`src/rtl/sysdec_pkg.sv`:
```
// Constants, encodings and types shared by the system instruction decoder.
// Functional notes
// - Cache invalidate translates and checks before acting
// - Present instruction cache block becomes invalid
// - Data cache contents and state untouched
// - Invalidate broadcast on system bus unless translation faults
// - Misaligned external word: inhibited, maybe split
// - Register number rebuilt from swapped halves
// - High half bits 16-20, low 11-15
// - Map monitor, counter and sample registers
// - Map implementation, breakpoint, bus, cache, id
// - System call raises exception at user level
// - Both interrupt returns are supervisor resume
// - Machine state moves: word, double, read
// - Supervisor register numbers reachable when privileged
package sysdec_pkg;

	// ======================================================
	// Instruction word fields (bit 0 is the MSB of the word)
	// ======================================================
	localparam int INSTR_W = 32;
	localparam int PRIMARY_HI = 31;
	localparam int PRIMARY_LO = 26;
	localparam int XO_HI = 10;
	localparam int XO_LO = 1;
	localparam int SPR_HALF_A_HI = 15; // Instruction bits 16-20
	localparam int SPR_HALF_A_LO = 11;
	localparam int SPR_HALF_B_HI = 20; // Instruction bits 11-15
	localparam int SPR_HALF_B_LO = 16;
	localparam int SPR_W = 10;
	localparam int SPR_PRIV_BIT = 9; // Number MSB marks a supervisor register

	// ======================================================
	// Opcode encodings
	// ======================================================
	localparam logic [5:0] OP_SYSCALL = 6'h11;
	localparam logic [5:0] OP_BRANCH_EXT = 6'h13;
	localparam logic [5:0] OP_INT_EXT = 6'h1F;
	localparam logic [9:0] XO_RFI = 10'h032;
	localparam logic [9:0] XO_RFID = 10'h012;
	localparam logic [9:0] XO_ICACHE_INVAL = 10'h3D6;
	localparam logic [9:0] XO_EXT_IN = 10'h136;
	localparam logic [9:0] XO_EXT_OUT = 10'h1B6;
	localparam logic [9:0] XO_MSR_TO = 10'h092;
	localparam logic [9:0] XO_MSR_TO_D = 10'h0B2;
	localparam logic [9:0] XO_MSR_FROM = 10'h053;
	localparam logic [9:0] XO_SPR_TO = 10'h1D3;
	localparam logic [9:0] XO_SPR_FROM = 10'h153;

	// ======================================================
	// Implementation register numbers
	// ======================================================
	localparam logic [9:0] SPR_MON_CTRL_0 = 10'h31B; // 795
	localparam logic [9:0] SPR_MON_CTRL_1 = 10'h31E; // 798
	localparam logic [9:0] SPR_PERF_FIRST = 10'h313; // 787
	localparam logic [9:0] SPR_PERF_LAST = 10'h31A; // 794
	localparam logic [9:0] SPR_SAMPLED_IA = 10'h30C; // Halves 11000 and 01100
	localparam logic [9:0] SPR_SAMPLED_DA = 10'h30D; // 781
	localparam logic [9:0] SPR_HW_IMPL_0 = 10'h3F0; // 1008
	localparam logic [9:0] SPR_IBRK = 10'h3F2; // 1010
	localparam logic [9:0] SPR_BUS_CS = 10'h3F8; // 1016
	localparam logic [9:0] SPR_L2_CTRL = 10'h3F9; // 1017
	localparam logic [9:0] SPR_L2_STAT = 10'h3FA; // 1018
	localparam logic [9:0] SPR_PROC_ID = 10'h3FF; // 1023

	// Word alignment mask for external control accesses
	localparam logic [1:0] WORD_ALIGN_MASK = 2'h3;

	// Register selected by a move to or from a special register
	typedef enum logic [3:0] {
		SPR_ARCH,
		SPR_ID_MON_CTRL_0,
		SPR_ID_MON_CTRL_1,
		SPR_ID_PERF,
		SPR_ID_SAMPLED_IA,
		SPR_ID_SAMPLED_DA,
		SPR_ID_HW_IMPL_0,
		SPR_ID_IBRK,
		SPR_ID_BUS_CS,
		SPR_ID_L2_CTRL,
		SPR_ID_L2_STAT,
		SPR_ID_PROC_ID
	} spr_id_type;

	// Cache invalidate sequencer states
	typedef enum logic [1:0] {
		ST_IDLE,
		ST_XLATE,
		ST_INVAL,
		ST_BCAST
	} icbi_state_type;

endpackage

```
`src/rtl/spr_map.sv`:
```
// Special register number reassembly and implementation register lookup.
`timescale 1ns/1ps
module spr_map (
	// Instruction word
	input wire logic [31:0] i_instr,
	// Decoded register
	output logic [9:0] o_spr_num,
	output sysdec_pkg::spr_id_type o_spr_id,
	output logic [2:0] o_perf_idx,
	output logic o_spr_priv
);
	import sysdec_pkg::*;

	logic [9:0] num;
	logic [9:0] perf_off;

	// Swap the halves back into a plain number, and
	assign num = {i_instr[SPR_HALF_A_HI:SPR_HALF_A_LO], i_instr[SPR_HALF_B_HI:SPR_HALF_B_LO]};
	assign o_spr_num = num;
	// Supervisor registers have the number MSB set
	assign o_spr_priv = num[SPR_PRIV_BIT];
	// Counter index counted from the first counter
	assign perf_off = num - SPR_PERF_FIRST;

	// Table lookup of implementation registers
	always_comb begin
		o_spr_id = SPR_ARCH;
		o_perf_idx = 3'h0;
		if (num >= SPR_PERF_FIRST && num <= SPR_PERF_LAST) begin
			// Eight counters
			o_spr_id = SPR_ID_PERF;
			o_perf_idx = perf_off[2:0];
		end else begin
			unique case (num)
				SPR_MON_CTRL_0: o_spr_id = SPR_ID_MON_CTRL_0;
				SPR_MON_CTRL_1: o_spr_id = SPR_ID_MON_CTRL_1;
				SPR_SAMPLED_IA: o_spr_id = SPR_ID_SAMPLED_IA;
				SPR_SAMPLED_DA: o_spr_id = SPR_ID_SAMPLED_DA;
				SPR_HW_IMPL_0: o_spr_id = SPR_ID_HW_IMPL_0;
				SPR_IBRK: o_spr_id = SPR_ID_IBRK;
				SPR_BUS_CS: o_spr_id = SPR_ID_BUS_CS;
				SPR_L2_CTRL: o_spr_id = SPR_ID_L2_CTRL;
				SPR_L2_STAT: o_spr_id = SPR_ID_L2_STAT;
				SPR_PROC_ID: o_spr_id = SPR_ID_PROC_ID;
				// Anything else is an architected register
				default: o_spr_id = SPR_ARCH;
			endcase
		end
	end

endmodule

```
`src/rtl/sysdec.sv`:
```
// System linkage, processor control and cache invalidate decode unit.
`timescale 1ns/1ps
module sysdec #(
	parameter int EA_W = 64,
	parameter int PA_W = 64
) (
	// Clock and reset
	input wire logic i_mclk,
	input wire logic i_rst_n,
	// Instruction issue
	input wire logic i_valid,
	output logic o_ready,
	input wire logic [31:0] i_instr,
	input wire logic [EA_W-1:0] i_ea,
	input wire logic i_user_mode,
	// Translation and protection check
	output logic o_xlate_req,
	output logic [EA_W-1:0] o_xlate_ea,
	input wire logic i_xlate_done,
	input wire logic i_xlate_fault,
	input wire logic [PA_W-1:0] i_xlate_pa,
	// Instruction cache invalidate
	output logic o_ic_inval,
	output logic [PA_W-1:0] o_ic_addr,
	// Data cache side (never touched here)
	output logic o_dc_touch,
	// System bus invalidate broadcast
	output logic o_bus_icbi_req,
	output logic [PA_W-1:0] o_bus_addr,
	input wire logic i_bus_ack,
	// Cache invalidate completion
	output logic o_icbi_done,
	output logic o_icbi_fault,
	// External control access
	output logic o_ext_req,
	output logic o_ext_write,
	output logic o_ext_inhibit,
	output logic o_ext_split,
	// Exceptions and linkage
	output logic o_syscall_excp,
	output logic o_priv_excp,
	output logic o_rfi,
	output logic o_rfi_dword,
	// Machine state moves
	output logic o_msr_write,
	output logic o_msr_dword,
	output logic o_msr_read,
	// Special register moves
	output logic o_spr_write,
	output logic o_spr_read,
	output logic [9:0] o_spr_num,
	output sysdec_pkg::spr_id_type o_spr_id,
	output logic [2:0] o_perf_idx
);
	import sysdec_pkg::*;

	// Parameter sanity, refused while elaborating
	if (EA_W < 32 || PA_W < 32) begin
		$error("sysdec: address widths below 32 bits are not served");
	end

	// ======================================================
	// Decode
	// ======================================================
	logic [5:0] primary; // Primary opcode
	logic [9:0] xo; // Extended opcode
	logic [9:0] map_num; // Reassembled register number
	spr_id_type map_id; // Looked-up register
	logic [2:0] map_perf; // Counter index
	logic map_priv; // Supervisor register
	logic is_sc, is_rfi, is_rfid, is_icbi, is_ext_in, is_ext_out;
	logic is_mtmsr, is_mtmsrd, is_mfmsr, is_mtspr, is_mfspr;
	logic needs_priv; // Instruction or register is supervisor only
	logic priv_fail; // User mode tried a supervisor operation
	logic accept; // Instruction taken this cycle

	assign primary = i_instr[PRIMARY_HI:PRIMARY_LO];
	assign xo = i_instr[XO_HI:XO_LO];

	// Register number lookup
	spr_map u_spr_map (
		.i_instr(i_instr),
		.o_spr_num(map_num),
		.o_spr_id(map_id),
		.o_perf_idx(map_perf),
		.o_spr_priv(map_priv)
	);

	// Opcode matches
	assign is_sc = (primary == OP_SYSCALL);
	assign is_rfi = (primary == OP_BRANCH_EXT) && (xo == XO_RFI);
	assign is_rfid = (primary == OP_BRANCH_EXT) && (xo == XO_RFID);
	assign is_icbi = (primary == OP_INT_EXT) && (xo == XO_ICACHE_INVAL);
	assign is_ext_in = (primary == OP_INT_EXT) && (xo == XO_EXT_IN);
	assign is_ext_out = (primary == OP_INT_EXT) && (xo == XO_EXT_OUT);
	assign is_mtmsr = (primary == OP_INT_EXT) && (xo == XO_MSR_TO);
	assign is_mtmsrd = (primary == OP_INT_EXT) && (xo == XO_MSR_TO_D);
	assign is_mfmsr = (primary == OP_INT_EXT) && (xo == XO_MSR_FROM);
	assign is_mtspr = (primary == OP_INT_EXT) && (xo == XO_SPR_TO);
	assign is_mfspr = (primary == OP_INT_EXT) && (xo == XO_SPR_FROM);

	// Supervisor-only work: returns, machine state, high registers
	assign needs_priv = is_rfi || is_rfid || is_mtmsr || is_mtmsrd || is_mfmsr
		|| ((is_mtspr || is_mfspr) && map_priv); // and
	assign priv_fail = needs_priv && i_user_mode;

	// ======================================================
	// Cache invalidate sequencer
	// ======================================================
	icbi_state_type state_q, state_d;
	logic [EA_W-1:0] ea_q; // Address under translation
	logic [PA_W-1:0] pa_q; // Translated address

	// Issue is held off while an invalidate is in flight
	assign o_ready = (state_q == ST_IDLE);
	assign accept = i_valid && o_ready;

	// Next state
	always_comb begin
		state_d = state_q;
		unique case (state_q)
			ST_IDLE: begin
				// Translate first
				if (accept && is_icbi) begin
					state_d = ST_XLATE;
				end
			end
			ST_XLATE: begin
				if (i_xlate_done) begin
					// A protection fault ends the sequence with no cache action
					state_d = i_xlate_fault ? ST_IDLE : ST_INVAL;
				end
			end
			// One-cycle local invalidate, then broadcast regardless of hit
			ST_INVAL: state_d = ST_BCAST;
			ST_BCAST: begin
				if (i_bus_ack) begin
					state_d = ST_IDLE;
				end
			end
		endcase
	end

	// State register
	always_ff @(posedge i_mclk or negedge i_rst_n) begin
		if (!i_rst_n) begin
			state_q <= ST_IDLE;
		end else begin
			state_q <= state_d;
		end
	end

	// Address capture
	always_ff @(posedge i_mclk or negedge i_rst_n) begin
		if (!i_rst_n) begin
			ea_q <= '0;
			pa_q <= '0;
		end else begin
			if (accept && is_icbi) begin
				ea_q <= i_ea;
			end
			if (state_q == ST_XLATE && i_xlate_done) begin
				pa_q <= i_xlate_pa;
			end
		end
	end

	// Translation request holds until the answer
	assign o_xlate_req = (state_q == ST_XLATE);
	assign o_xlate_ea = ea_q;
	// Cache drops the block if present
	assign o_ic_inval = (state_q == ST_INVAL);
	assign o_ic_addr = pa_q;
	// Data cache is left alone by this instruction
	assign o_dc_touch = 1'b0;
	// Bus broadcast holds until acknowledged
	assign o_bus_icbi_req = (state_q == ST_BCAST);
	assign o_bus_addr = pa_q;

	// Completion pulses
	always_ff @(posedge i_mclk or negedge i_rst_n) begin
		if (!i_rst_n) begin
			o_icbi_done <= 1'b0;
			o_icbi_fault <= 1'b0;
		end else begin
			o_icbi_done <= (state_q == ST_BCAST) && i_bus_ack;
			o_icbi_fault <= (state_q == ST_XLATE) && i_xlate_done && i_xlate_fault;
		end
	end

	// ======================================================
	// External control accesses
	// ======================================================
	// Misaligned word goes out inhibited and split
	always_ff @(posedge i_mclk or negedge i_rst_n) begin
		if (!i_rst_n) begin
			o_ext_req <= 1'b0;
			o_ext_write <= 1'b0;
			o_ext_inhibit <= 1'b0;
			o_ext_split <= 1'b0;
		end else begin
			o_ext_req <= accept && (is_ext_in || is_ext_out);
			o_ext_write <= accept && is_ext_out;
			o_ext_inhibit <= accept && (is_ext_in || is_ext_out)
				&& ((i_ea[1:0] & WORD_ALIGN_MASK) != 2'h0);
			o_ext_split <= accept && (is_ext_in || is_ext_out)
				&& ((i_ea[1:0] & WORD_ALIGN_MASK) != 2'h0);
		end
	end

	// ======================================================
	// Linkage and exceptions
	// ======================================================
	// Exception and return pulses
	always_ff @(posedge i_mclk or negedge i_rst_n) begin
		if (!i_rst_n) begin
			o_syscall_excp <= 1'b0;
			o_priv_excp <= 1'b0;
			o_rfi <= 1'b0;
			o_rfi_dword <= 1'b0;
		end else begin
			// Allowed from user level
			o_syscall_excp <= accept && is_sc;
			// Refused supervisor work
			o_priv_excp <= accept && priv_fail;
			// Resume the interrupted program
			o_rfi <= accept && (is_rfi || is_rfid) && !i_user_mode;
			o_rfi_dword <= accept && is_rfid && !i_user_mode;
		end
	end

	// ======================================================
	// Machine state and special register moves
	// ======================================================
	// Machine state move pulses
	always_ff @(posedge i_mclk or negedge i_rst_n) begin
		if (!i_rst_n) begin
			o_msr_write <= 1'b0;
			o_msr_dword <= 1'b0;
			o_msr_read <= 1'b0;
		end else begin
			o_msr_write <= accept && (is_mtmsr || is_mtmsrd) && !i_user_mode;
			o_msr_dword <= accept && is_mtmsrd && !i_user_mode;
			o_msr_read <= accept && is_mfmsr && !i_user_mode;
		end
	end

	// Special register move pulses, blocked on a privilege fault
	always_ff @(posedge i_mclk or negedge i_rst_n) begin
		if (!i_rst_n) begin
			o_spr_write <= 1'b0;
			o_spr_read <= 1'b0;
		end else begin
			o_spr_write <= accept && is_mtspr && !priv_fail;
			o_spr_read <= accept && is_mfspr && !priv_fail;
		end
	end

	// Register selection held until the next move
	always_ff @(posedge i_mclk or negedge i_rst_n) begin
		if (!i_rst_n) begin
			o_spr_num <= 10'h000;
			o_spr_id <= SPR_ARCH;
			o_perf_idx <= 3'h0;
		end else if (accept && (is_mtspr || is_mfspr)) begin
			// Decoded number and target, and
			o_spr_num <= map_num;
			o_spr_id <= map_id;
			o_perf_idx <= map_perf;
		end
	end

endmodule

```
`config.mk`:
```
export PLATFORM = sky130hd
export DESIGN_NAME = sysdec
export DESIGN_NICKNAME = d
export VERILOG_FILES = /design/src/rtl/sysdec_pkg.sv /design/src/rtl/spr_map.sv /design/src/rtl/sysdec.sv
export SDC_FILE = /design/constraint.sdc
export NUM_CORES = 1
export LEC_CHECK = 0
export BUFFER_PORTS_ARGS = -buffer_cell sky130_fd_sc_hd__buf_4
export CAP_MARGIN = 5
export CORE_MARGIN = 2
export CORE_UTILIZATION = 30
export CTS_CLUSTER_DIAMETER = 50
export CTS_CLUSTER_SIZE = 25
export DETAILED_ROUTE_END_ITERATION = 16
export GPL_TIMING_DRIVEN = 0
export PLACE_DENSITY = 0.7
export SKIP_CTS_REPAIR_TIMING = 1
export SYNTH_ARGS = -nofsm -noshare
export SYNTH_HDL_FRONTEND = slang
export SYNTH_SLANG_ARGS = --single-unit
```
`constraint.sdc`:
```
create_clock -name i_mclk -period 1.85 [get_ports i_mclk]
set_input_delay 0.0925 -clock i_mclk [delete_from_list [all_inputs] [get_ports i_mclk]]
set_output_delay 0.0925 -clock i_mclk [all_outputs]
set_load 0.01 [all_outputs]
```
### After elaboration in Yosys (flattened, before gate mapping)

Index checks and enable logic that the tools add are counted.

* word-level logic and storage cells: 111
* output and inout port bits: 229
* bits of input ports: 167
* register bits after elaboration: 161

* magnitude comparators: 2
* multiplexer cells: 8
* eq/ne operators: 29
* reductions and logical operators: 51
* add/sub/neg operators: 1

Operator list (number)
* equality test 10 bit (second input constant): 11
* equality test 10 x 9 -> 1 bit (second input constant): 4
* one-hot mux 4 bit (10 select lines): 1
* logical AND 1 bit: 38
* equality test 10 x 8 -> 1 bit (second input constant): 2
* equality test 6 x 5 -> 1 bit (second input constant): 3
* equality test 10 x 5 -> 1 bit (second input constant): 1
* equality test 10 x 6 -> 1 bit (second input constant): 1
* equality test 10 x 7 -> 1 bit (second input constant): 1
* greater-or-equal comparator 10 bit (second input constant): 1
* less-or-equal comparator 10 bit (second input constant): 1
* logical OR 1 bit: 8
* 2-to-1 mux 2 bit: 4
* one-hot mux 2 bit (4 select lines): 1
* != test 2 x 1 -> 1 bit (second input constant): 3
* equality test 2 bit (second input constant): 2
* 2-to-1 mux 4 bit: 1
* 2-to-1 mux 3 bit: 1
* AND reduction 3 bit: 1
* subtractor 3 x 2 -> 3 bit (second input constant): 1
* equality test 2 x 1 -> 1 bit (second input constant): 1
* zero test 1 bit: 2
* zero test 2 bit: 1
* nonzero test 2 bit: 1

### Depth between registers and ports, before layout

Gate-level depths: netlist (run 1).

* word-level depth: 10
* gate-level depth with buffers: 7
* gate-level depth less buffers: 7

### Modules after synthesis

Synthesis (run 1) repeated with hierarchy kept, for this count alone.

* cells, all modules: 503
* area total of the unflattened synthesis: 7221.9 µm²

Modules (own cells, without submodules)
* sysdec: instances 1, cells each 443, area an instance 6822.8 µm², seq. area each 4028.9 µm²
* spr_map: instances 1, cells each 60, area an instance 399.1 µm², seq. area each 0.0 µm²

### Worst setup path before layout (run 1)

No wires, ideal clock.

* path kind: flip-flop to flip-flop
* start point: register state_q[0]
* end point: register o_spr_num[6]
* cell stages (with the launch flop): 7
* path slack: -0.008 ns
* period minus slack after synthesis: 1.858 ns
* required time: 1.725 ns
* path buffers: 2
* library setup time: 0.125 ns
* data arrival time: 1.733 ns
* path through: dfrtp_1 -> nor2_4 -> nand3_2 -> or4_4 -> buf_6 -> buf_8 -> mux2_4

* word-level cells in the longest chain between the ends: 3

RTL lines
* start: declaration: line sysdec.sv:110 `icbi_state_type state_q, state_d;`
* start signal: assignment: line sysdec.sv:149 `state_q <= state_d;`
* zero test 2 bit: line sysdec.sv:115 `assign o_ready = (state_q == ST_IDLE);`
* named net o_ready: line sysdec.sv:12 `output logic o_ready,`
* logical AND 1 bit: line sysdec.sv:116 `assign accept = i_valid && o_ready;`
* logical AND 1 bit: line sysdec.sv:265 `end else if (accept && (is_mtspr || is_mfspr)) begin`
* end signal: assignment: line sysdec.sv:267 `o_spr_num <= map_num;`
* end: declaration: line sysdec.sv:51 `output logic [9:0] o_spr_num,`

The timed path passes the listed nets, and every way through them passes these cells.
A chain may end at the register's enable or synchronous reset.

### Worst setup path in the final report (run 1)

* start point: register state_q[0]
* end point: register ea_q[14], in the netlist o_xlate_ea[14]

* word-level cells in the longest chain between the ends: 3

RTL lines
* zero test 2 bit: line sysdec.sv:115
* logical AND 1 bit: line sysdec.sv:116
* logical AND 1 bit: line sysdec.sv:159 `if (accept && is_icbi) begin`
* end signal: assignment: line sysdec.sv:160 `ea_q <= i_ea;`
* end: declaration: line sysdec.sv:111 `logic [EA_W-1:0] ea_q;`

No other way between the ends.

==> results.cfg, run 1 <==
[yosys]
syn_area_um2 = 6900
synth.area.mux_share_pct = 22.2
synthFlopType = dfrtp_1
synth_seq_area_share_pct = 58.4
synth-edff-count = 0
syn_nets = 674
synth_compound_area_share_pct = 2.25
synthSimpleGateAreaFrac_pct = 6.69
syn_inst = 503
synth_fa_ha_area_share_pct = 0.726
async_flop_share_pct = 100
ys_ff_latch = 161
synth_xor_area_share_pct = 0.127
synth_top_family_by_area = multiplexers
yosysWarningCount = 0
ys_types = 42
avgSynthCellArea_um2 = 13.7

[setup_path]
path_cells = nor2_4 -> nand3_2 -> nor3b_2 -> nand4_1 -> buf_6 -> buf_12 -> clkbuf_16 -> mux2_2
critPathBufInv = 3
path_delay_family = simple AND/OR/NAND/NOR gates
setup.worst_path.end_class = flip-flop
cp_data_arrival_time_ns = 2.20
crit_slowest_cell = dfrtp_2
start_kind = flip-flop
reg2reg_slack_ns = -0.06
cp_max_fo = 8
slowest_delay_ns = 0.43
cp.required_ns = 2.14
crit_type = flip-flop to flip-flop

[floorplan]
fp-row-count = 55
io_pins = 396
fp.dieW_um = 156
core_um2 = 22600
die-height_um = 156
dieArea_um2 = 24200
start_util_pct = 30.6

[layout]
finalNonFillerCells = 1360
seq_area_um2 = 4030
area_growth_pct = 80.3
drive_gt1_share_pct = 61.1
multi_input_area_um2 = 2230
antenna_cells = 0
num-fill-cells = 1888
finalCoreUtilization_pct = 55.1
final_nets = 1234

[timing]
whs_ns = -0.0225
setup_viol = 53
finalClockSkew_ns = 0.00968
rsz0062_at_grt = true
drv_slew = 0
hold_viol_final = 1
fin_crit_ns = 1.91
worstMarginPinSlew_ns = 0.731
min_period_over_period_pct = 103
fmax_mhz = 524
slew_headroom_pct = 51.0
setup_ws_ns = -0.0587

[cts]
cts_tree = yes
cts_htree_levels = 4
clock_sinks = 161
max-clock-path-buffers = 2
cts_made_buffers = 17
clk_root_buffer_cell = clkbuf_16
path_clk_slew_ns = 0.06
clkLatencyLatePin_ns = 0.41

[routing]
highest_layer = met4
drc = 0
vias_per_cell = 4.45
met1_length_um = 9280
routed_wl_um = 24000
ant_nets = 0
firstDrtPassIters = 5
first_iter_violations = 235
wl_per_cell_um = 17.6
wl_met3_um = 1430
vias = 6055
dr_wl_met2_um = 12900

[grt]
grt_pass1_vias = 5486
track_usage_pct = 16.5
antenna_found_initial = 0
grt_max_degree = 98
overflow = 0
grt_pass1_wl_um = 31000

[run_status]
status = finished, violations left
violations = hold timing, setup timing

[power_and_ir_drop]
totalPowerFinal_mw = 14.8
max-vdd-ir-drop_mv = 0.602
leakage_nw = 6.40
power_density_nw_per_um2 = 1190

[placement]
portBuffers = 387
place_inst = 1176
dpl.hpwl_um = 16500
place_ws_ns = -0.353
gp_congestion = 0.814

[job]
cap_violations = 0

[worst_hold_path]
hp-class = primary input to flip-flop
registers in the layout, summed over array words and instances (netlist names), 3 cells and up, named ones only:
register / count
o_spr_id: 4
o_xlate_ea: 64
o_spr_num: 10
o_bus_addr: 64
o_perf_idx: 3
per-stage QoR:
stage | TNS [ns] | cell area [µm²] | hold slack (ns)
global placement | -63.03 | 10200 | 0.267
floorplan | 0 | 6900 | -0.203
CTS | -25.42 | 10800 | -0.380
detailed placement | -24.91 | 10200 | 0.0720
global route | -9.83 | 12400 | 0.000712
finish | -1.70 | 12400 | -0.0225
placed cells by master (no fill, tap or decap), drive strengths merged, types with 2 or more instances in the layout:
cell type    instances
inv                  8
bufinv               3
and2                 3
and3b                2
a21oi                4
mux2               135
nand3b               3
nor4                 3
or3                  2
nand3                6
dlygate4sd3        143
nor2                 8
and4b                3
dfrtp              161
buf                474
and3                 4
clkinv               4
clkinvlp             3
nor2b                7
clkbuf              29
or4                  2
nand4                6
ha                   4
o21ai               16
nand2               23
nor3                 8
final timing paths:
kind	depth (start not counted)	to	from
setup reg to reg	8	o_xlate_ea[14]	state_q[0]
max in group asynchronous	3	o_spr_write	i_rst_n
setup / recovery	8	o_xlate_ea[14]	state_q[0]
hold reg to reg	2	o_spr_num[1]	o_spr_num[1]
min in group asynchronous	2	o_bus_addr[21]	i_rst_n
hold / removal	3	o_msr_read	i_instr[9]
cell usage after synthesis, drive strengths merged (2+ instances only):
master	number	area (µm²)
buf	79	608
o21ai	16	80.1
nor2b	7	43.8
nand2	23	88.8
or3	2	12.5
nor2	8	37.5
nor4	3	18.8
nand3b	3	22.5
and3b	2	18.8
nand3	6	35.0
and4b	3	30.0
a21oi	4	20.0
nand4	6	37.5
nor3	8	40.0
ha	4	50.1
inv	6	22.5
and3	4	25.0
or4	2	18.8
mux2	135	1530
dfrtp	161	4030
and2	3	18.8
clkbuf	7	26.3
layer usage:
| layer | up-vias | GRT usage [%] |
|---|---|---|
| li1 | 2793 | - |
| met1 | 2985 | 19.7 |
| met2 | 256 | 29.7 |
| met3 | 21 | 4.72 |
| met4 | 0 | 3.71 |
| met5 | - | 0 |
worst min-delay path, cell delays in order:
cell	delay (ns)
buf_4	0.11
or4_1	0.10
nor2_1	0.04
cells by family (layout without fill, tap and decap cells):
| kind of cell | Yosys count | after routing |
|---|---|---|
| mux | 135 | 135 |
| flops | 161 | 161 |
| fa+ha+maj | 4 | 4 |
| buf+inv | 92 | 664 |
| simple gates | 82 | 82 |
| compound gates | 27 | 27 |
| xor+xnor | 1 | 1 |
| other cells | 1 | 1 |
power by group:
group / switching, mW / internal, mW / total [mW]
combinational: 2.41 / 3.85 / 6.26
sequential: 0.687 / 4.29 / 4.97
clock: 1.46 / 2.13 / 3.59
layout make-up:
cell class	count	share of cell area, %
clock buffer	19	3.48
multi-input combinational	250	17.9
tap	285	2.87
timing repair buffer	542	36.3
clock inverter	12	1.29
sequential	161	32.4
buffer	85	5.59
inverter	6	0.181
(Power assumes the default switching activity.)
==> run 2: changes to the inputs <==
--- a/config.mk
+++ b/config.mk
@@ -7,13 +7,13 @@
 export LEC_CHECK = 0
 export BUFFER_PORTS_ARGS = -buffer_cell sky130_fd_sc_hd__buf_4
 export CAP_MARGIN = 5
-export CORE_MARGIN = 2
-export CORE_UTILIZATION = 30
+export CORE_AREA = 2 2 156 158
 export CTS_CLUSTER_DIAMETER = 50
 export CTS_CLUSTER_SIZE = 25
 export DETAILED_ROUTE_END_ITERATION = 16
+export DIE_AREA = 0 0 158 160
 export GPL_TIMING_DRIVEN = 0
-export PLACE_DENSITY = 0.7
+export PLACE_DENSITY = 0.68
 export SKIP_CTS_REPAIR_TIMING = 1
 export SYNTH_ARGS = -nofsm -noshare
 export SYNTH_HDL_FRONTEND = slang
==> run 2 against run 1 <==
Register-to-register slack about the same. Sequential power about the same. Total power is 1.2% higher. The run ends with setup timing left. Clock power increased by 5%. Hold slack gained 0.052 ns. Combinational power hardly changed. Die area up 4.4%. Sequential cell count unchanged. Clock skew shrank 0.0021 ns. Via count decreased by 0.71%. Maximum frequency decreased by 0.24%. Critical path depth fell by 3.
==> results.cfg, run 2 (synthesis gave the netlist of run 1 again) <==
[timing]
rsz0062_at_grt = true
slew_headroom_pct = 55.2
setup_ws_ns = -0.0632
fin_crit_ns = 1.91
drv_slew = 0
worstMarginPinSlew_ns = 0.668
setup_viol = 21
hold_viol_final = 0
fmax_mhz = 523
min_period_over_period_pct = 103
finalClockSkew_ns = 0.00755

[run_status]
violations = setup timing
status = finished, violations left

[grt]
antenna_found_initial = 0
use_met1_pct = 18.5
overflow = 0
grt.busiest_layer = met2
grt_pass1_vias = 5304
grt_max_degree = 90
met2_usage_pct = 27.7
track_usage_pct = 16.0
grt_util_met3_pct = 5.45
grt_pass1_wl_um = 30600

[power_and_ir_drop]
leakage_nw = 6.45
max-vdd-ir-drop_mv = 0.608
totalPowerFinal_mw = 15.0
power_density_nw_per_um2 = 1190

[cts]
cts_tree = yes
clkLatencyLatePin_ns = 0.42
max-clock-path-buffers = 2
path_clk_slew_ns = 0.07
clk_root_buffer_cell = clkbuf_16
clock_sinks = 161
cts_htree_levels = 4
cts_made_buffers = 17

[setup_path]
cp.required_ns = 2.15
crit_type = flip-flop to flip-flop
cp_data_arrival_time_ns = 2.21
start_kind = flip-flop
cp_max_fo = 9
r2r_cells = 5
setup.worst_path.end_class = flip-flop

[layout]
finalInstanceArea_um2 = 12600
antenna_cells = 0
area_growth_pct = 82.7
final_common_cell = buf_4
mostFrequentLayoutCells = buf_4 (462), dfrtp_1 (160), dlygate4sd3_1 (147)
finalNonFillerCells = 1405
drive_gt1_share_pct = 60.9
final_nets = 1241

[placement]
dpl.hpwl_um = 16400
place_inst = 1215
place_area_um2 = 10200
gp_congestion = 0.759
portBuffers = 387
place_ws_ns = -0.265

[routing]
ant_nets = 0
first_iter_violations = 174
wl_per_cell_um = 16.6
firstDrtPassIters = 4
vias = 6012
drc = 0
vias_per_cell = 4.28
routed_wl_um = 23300

[floorplan]
fp.dieW_um = 158
die-height_um = 160
core_um2 = 23800
dieArea_um2 = 25300
start_util_pct = 29.0
io_pins = 396
fp-row-count = 57

[job]
cap_violations = 0

[worst_hold_path]
hp-class = primary input to flip-flop
hold_depth = 3
min-delay-start = i_instr[17]
==> run 2: layout make-up <==
type,count,area (µm²)
plain buffers,85,693
clock buffers,18,439
clock inverters,12,183
fillers,2038,11200
inverters,6,22.5
multi-input cells,250,2220
flip-flops and latches,161,4030
well taps,324,405
repair buffers,549,4610
==> run 2: final timing paths <==
| path | slack, ns | end |
|---|---|---|
| setup / recovery | -0.06 | o_spr_num[7] |
| hold / removal | 0.03 | o_spr_num[1] |
| setup reg to reg | -0.06 | o_spr_num[7] |
| hold reg to reg | 0.48 | o_perf_idx[2] |
| max in group asynchronous | 0.75 | o_spr_id[0] |
| min in group asynchronous | 0.23 | o_bus_addr[21] |
==> run 2: power by group <==
group	internal, mW	leakage, nW	switching (mW)
Sequential	4.29	2.10	0.683
Combinational	3.86	4.06	2.40
Clock	2.30	0.295	1.47
Total	10.4	6.45	4.55
==> run 2: critical path: stages (launching register included) <==
cell	delay, ns
dfrtp_2	0.45
nor2_4	0.16
nand3_2	0.12
or4_4	0.60
buf_8	0.18
mux2_4	0.29
==> run 2: per-stage QoR <==
stage                     hold slack, ns  utilization, %  TNS [ns]
after floorplan                   -0.203               -         0
after global placement             0.294            42.9    -63.61
after detailed placement          0.0961            43.0    -19.19
after CTS                         -0.360            45.6    -22.11
after global routing              0.0351            52.9     -8.76
final                             0.0296            52.9    -0.256
==> run 2: layer usage <==
layer	wire length [µm]	vias up
li1	-	2814
met1	8800	2942
met2	12400	233
met3	1780	23
met4	346	0
met5	0	-
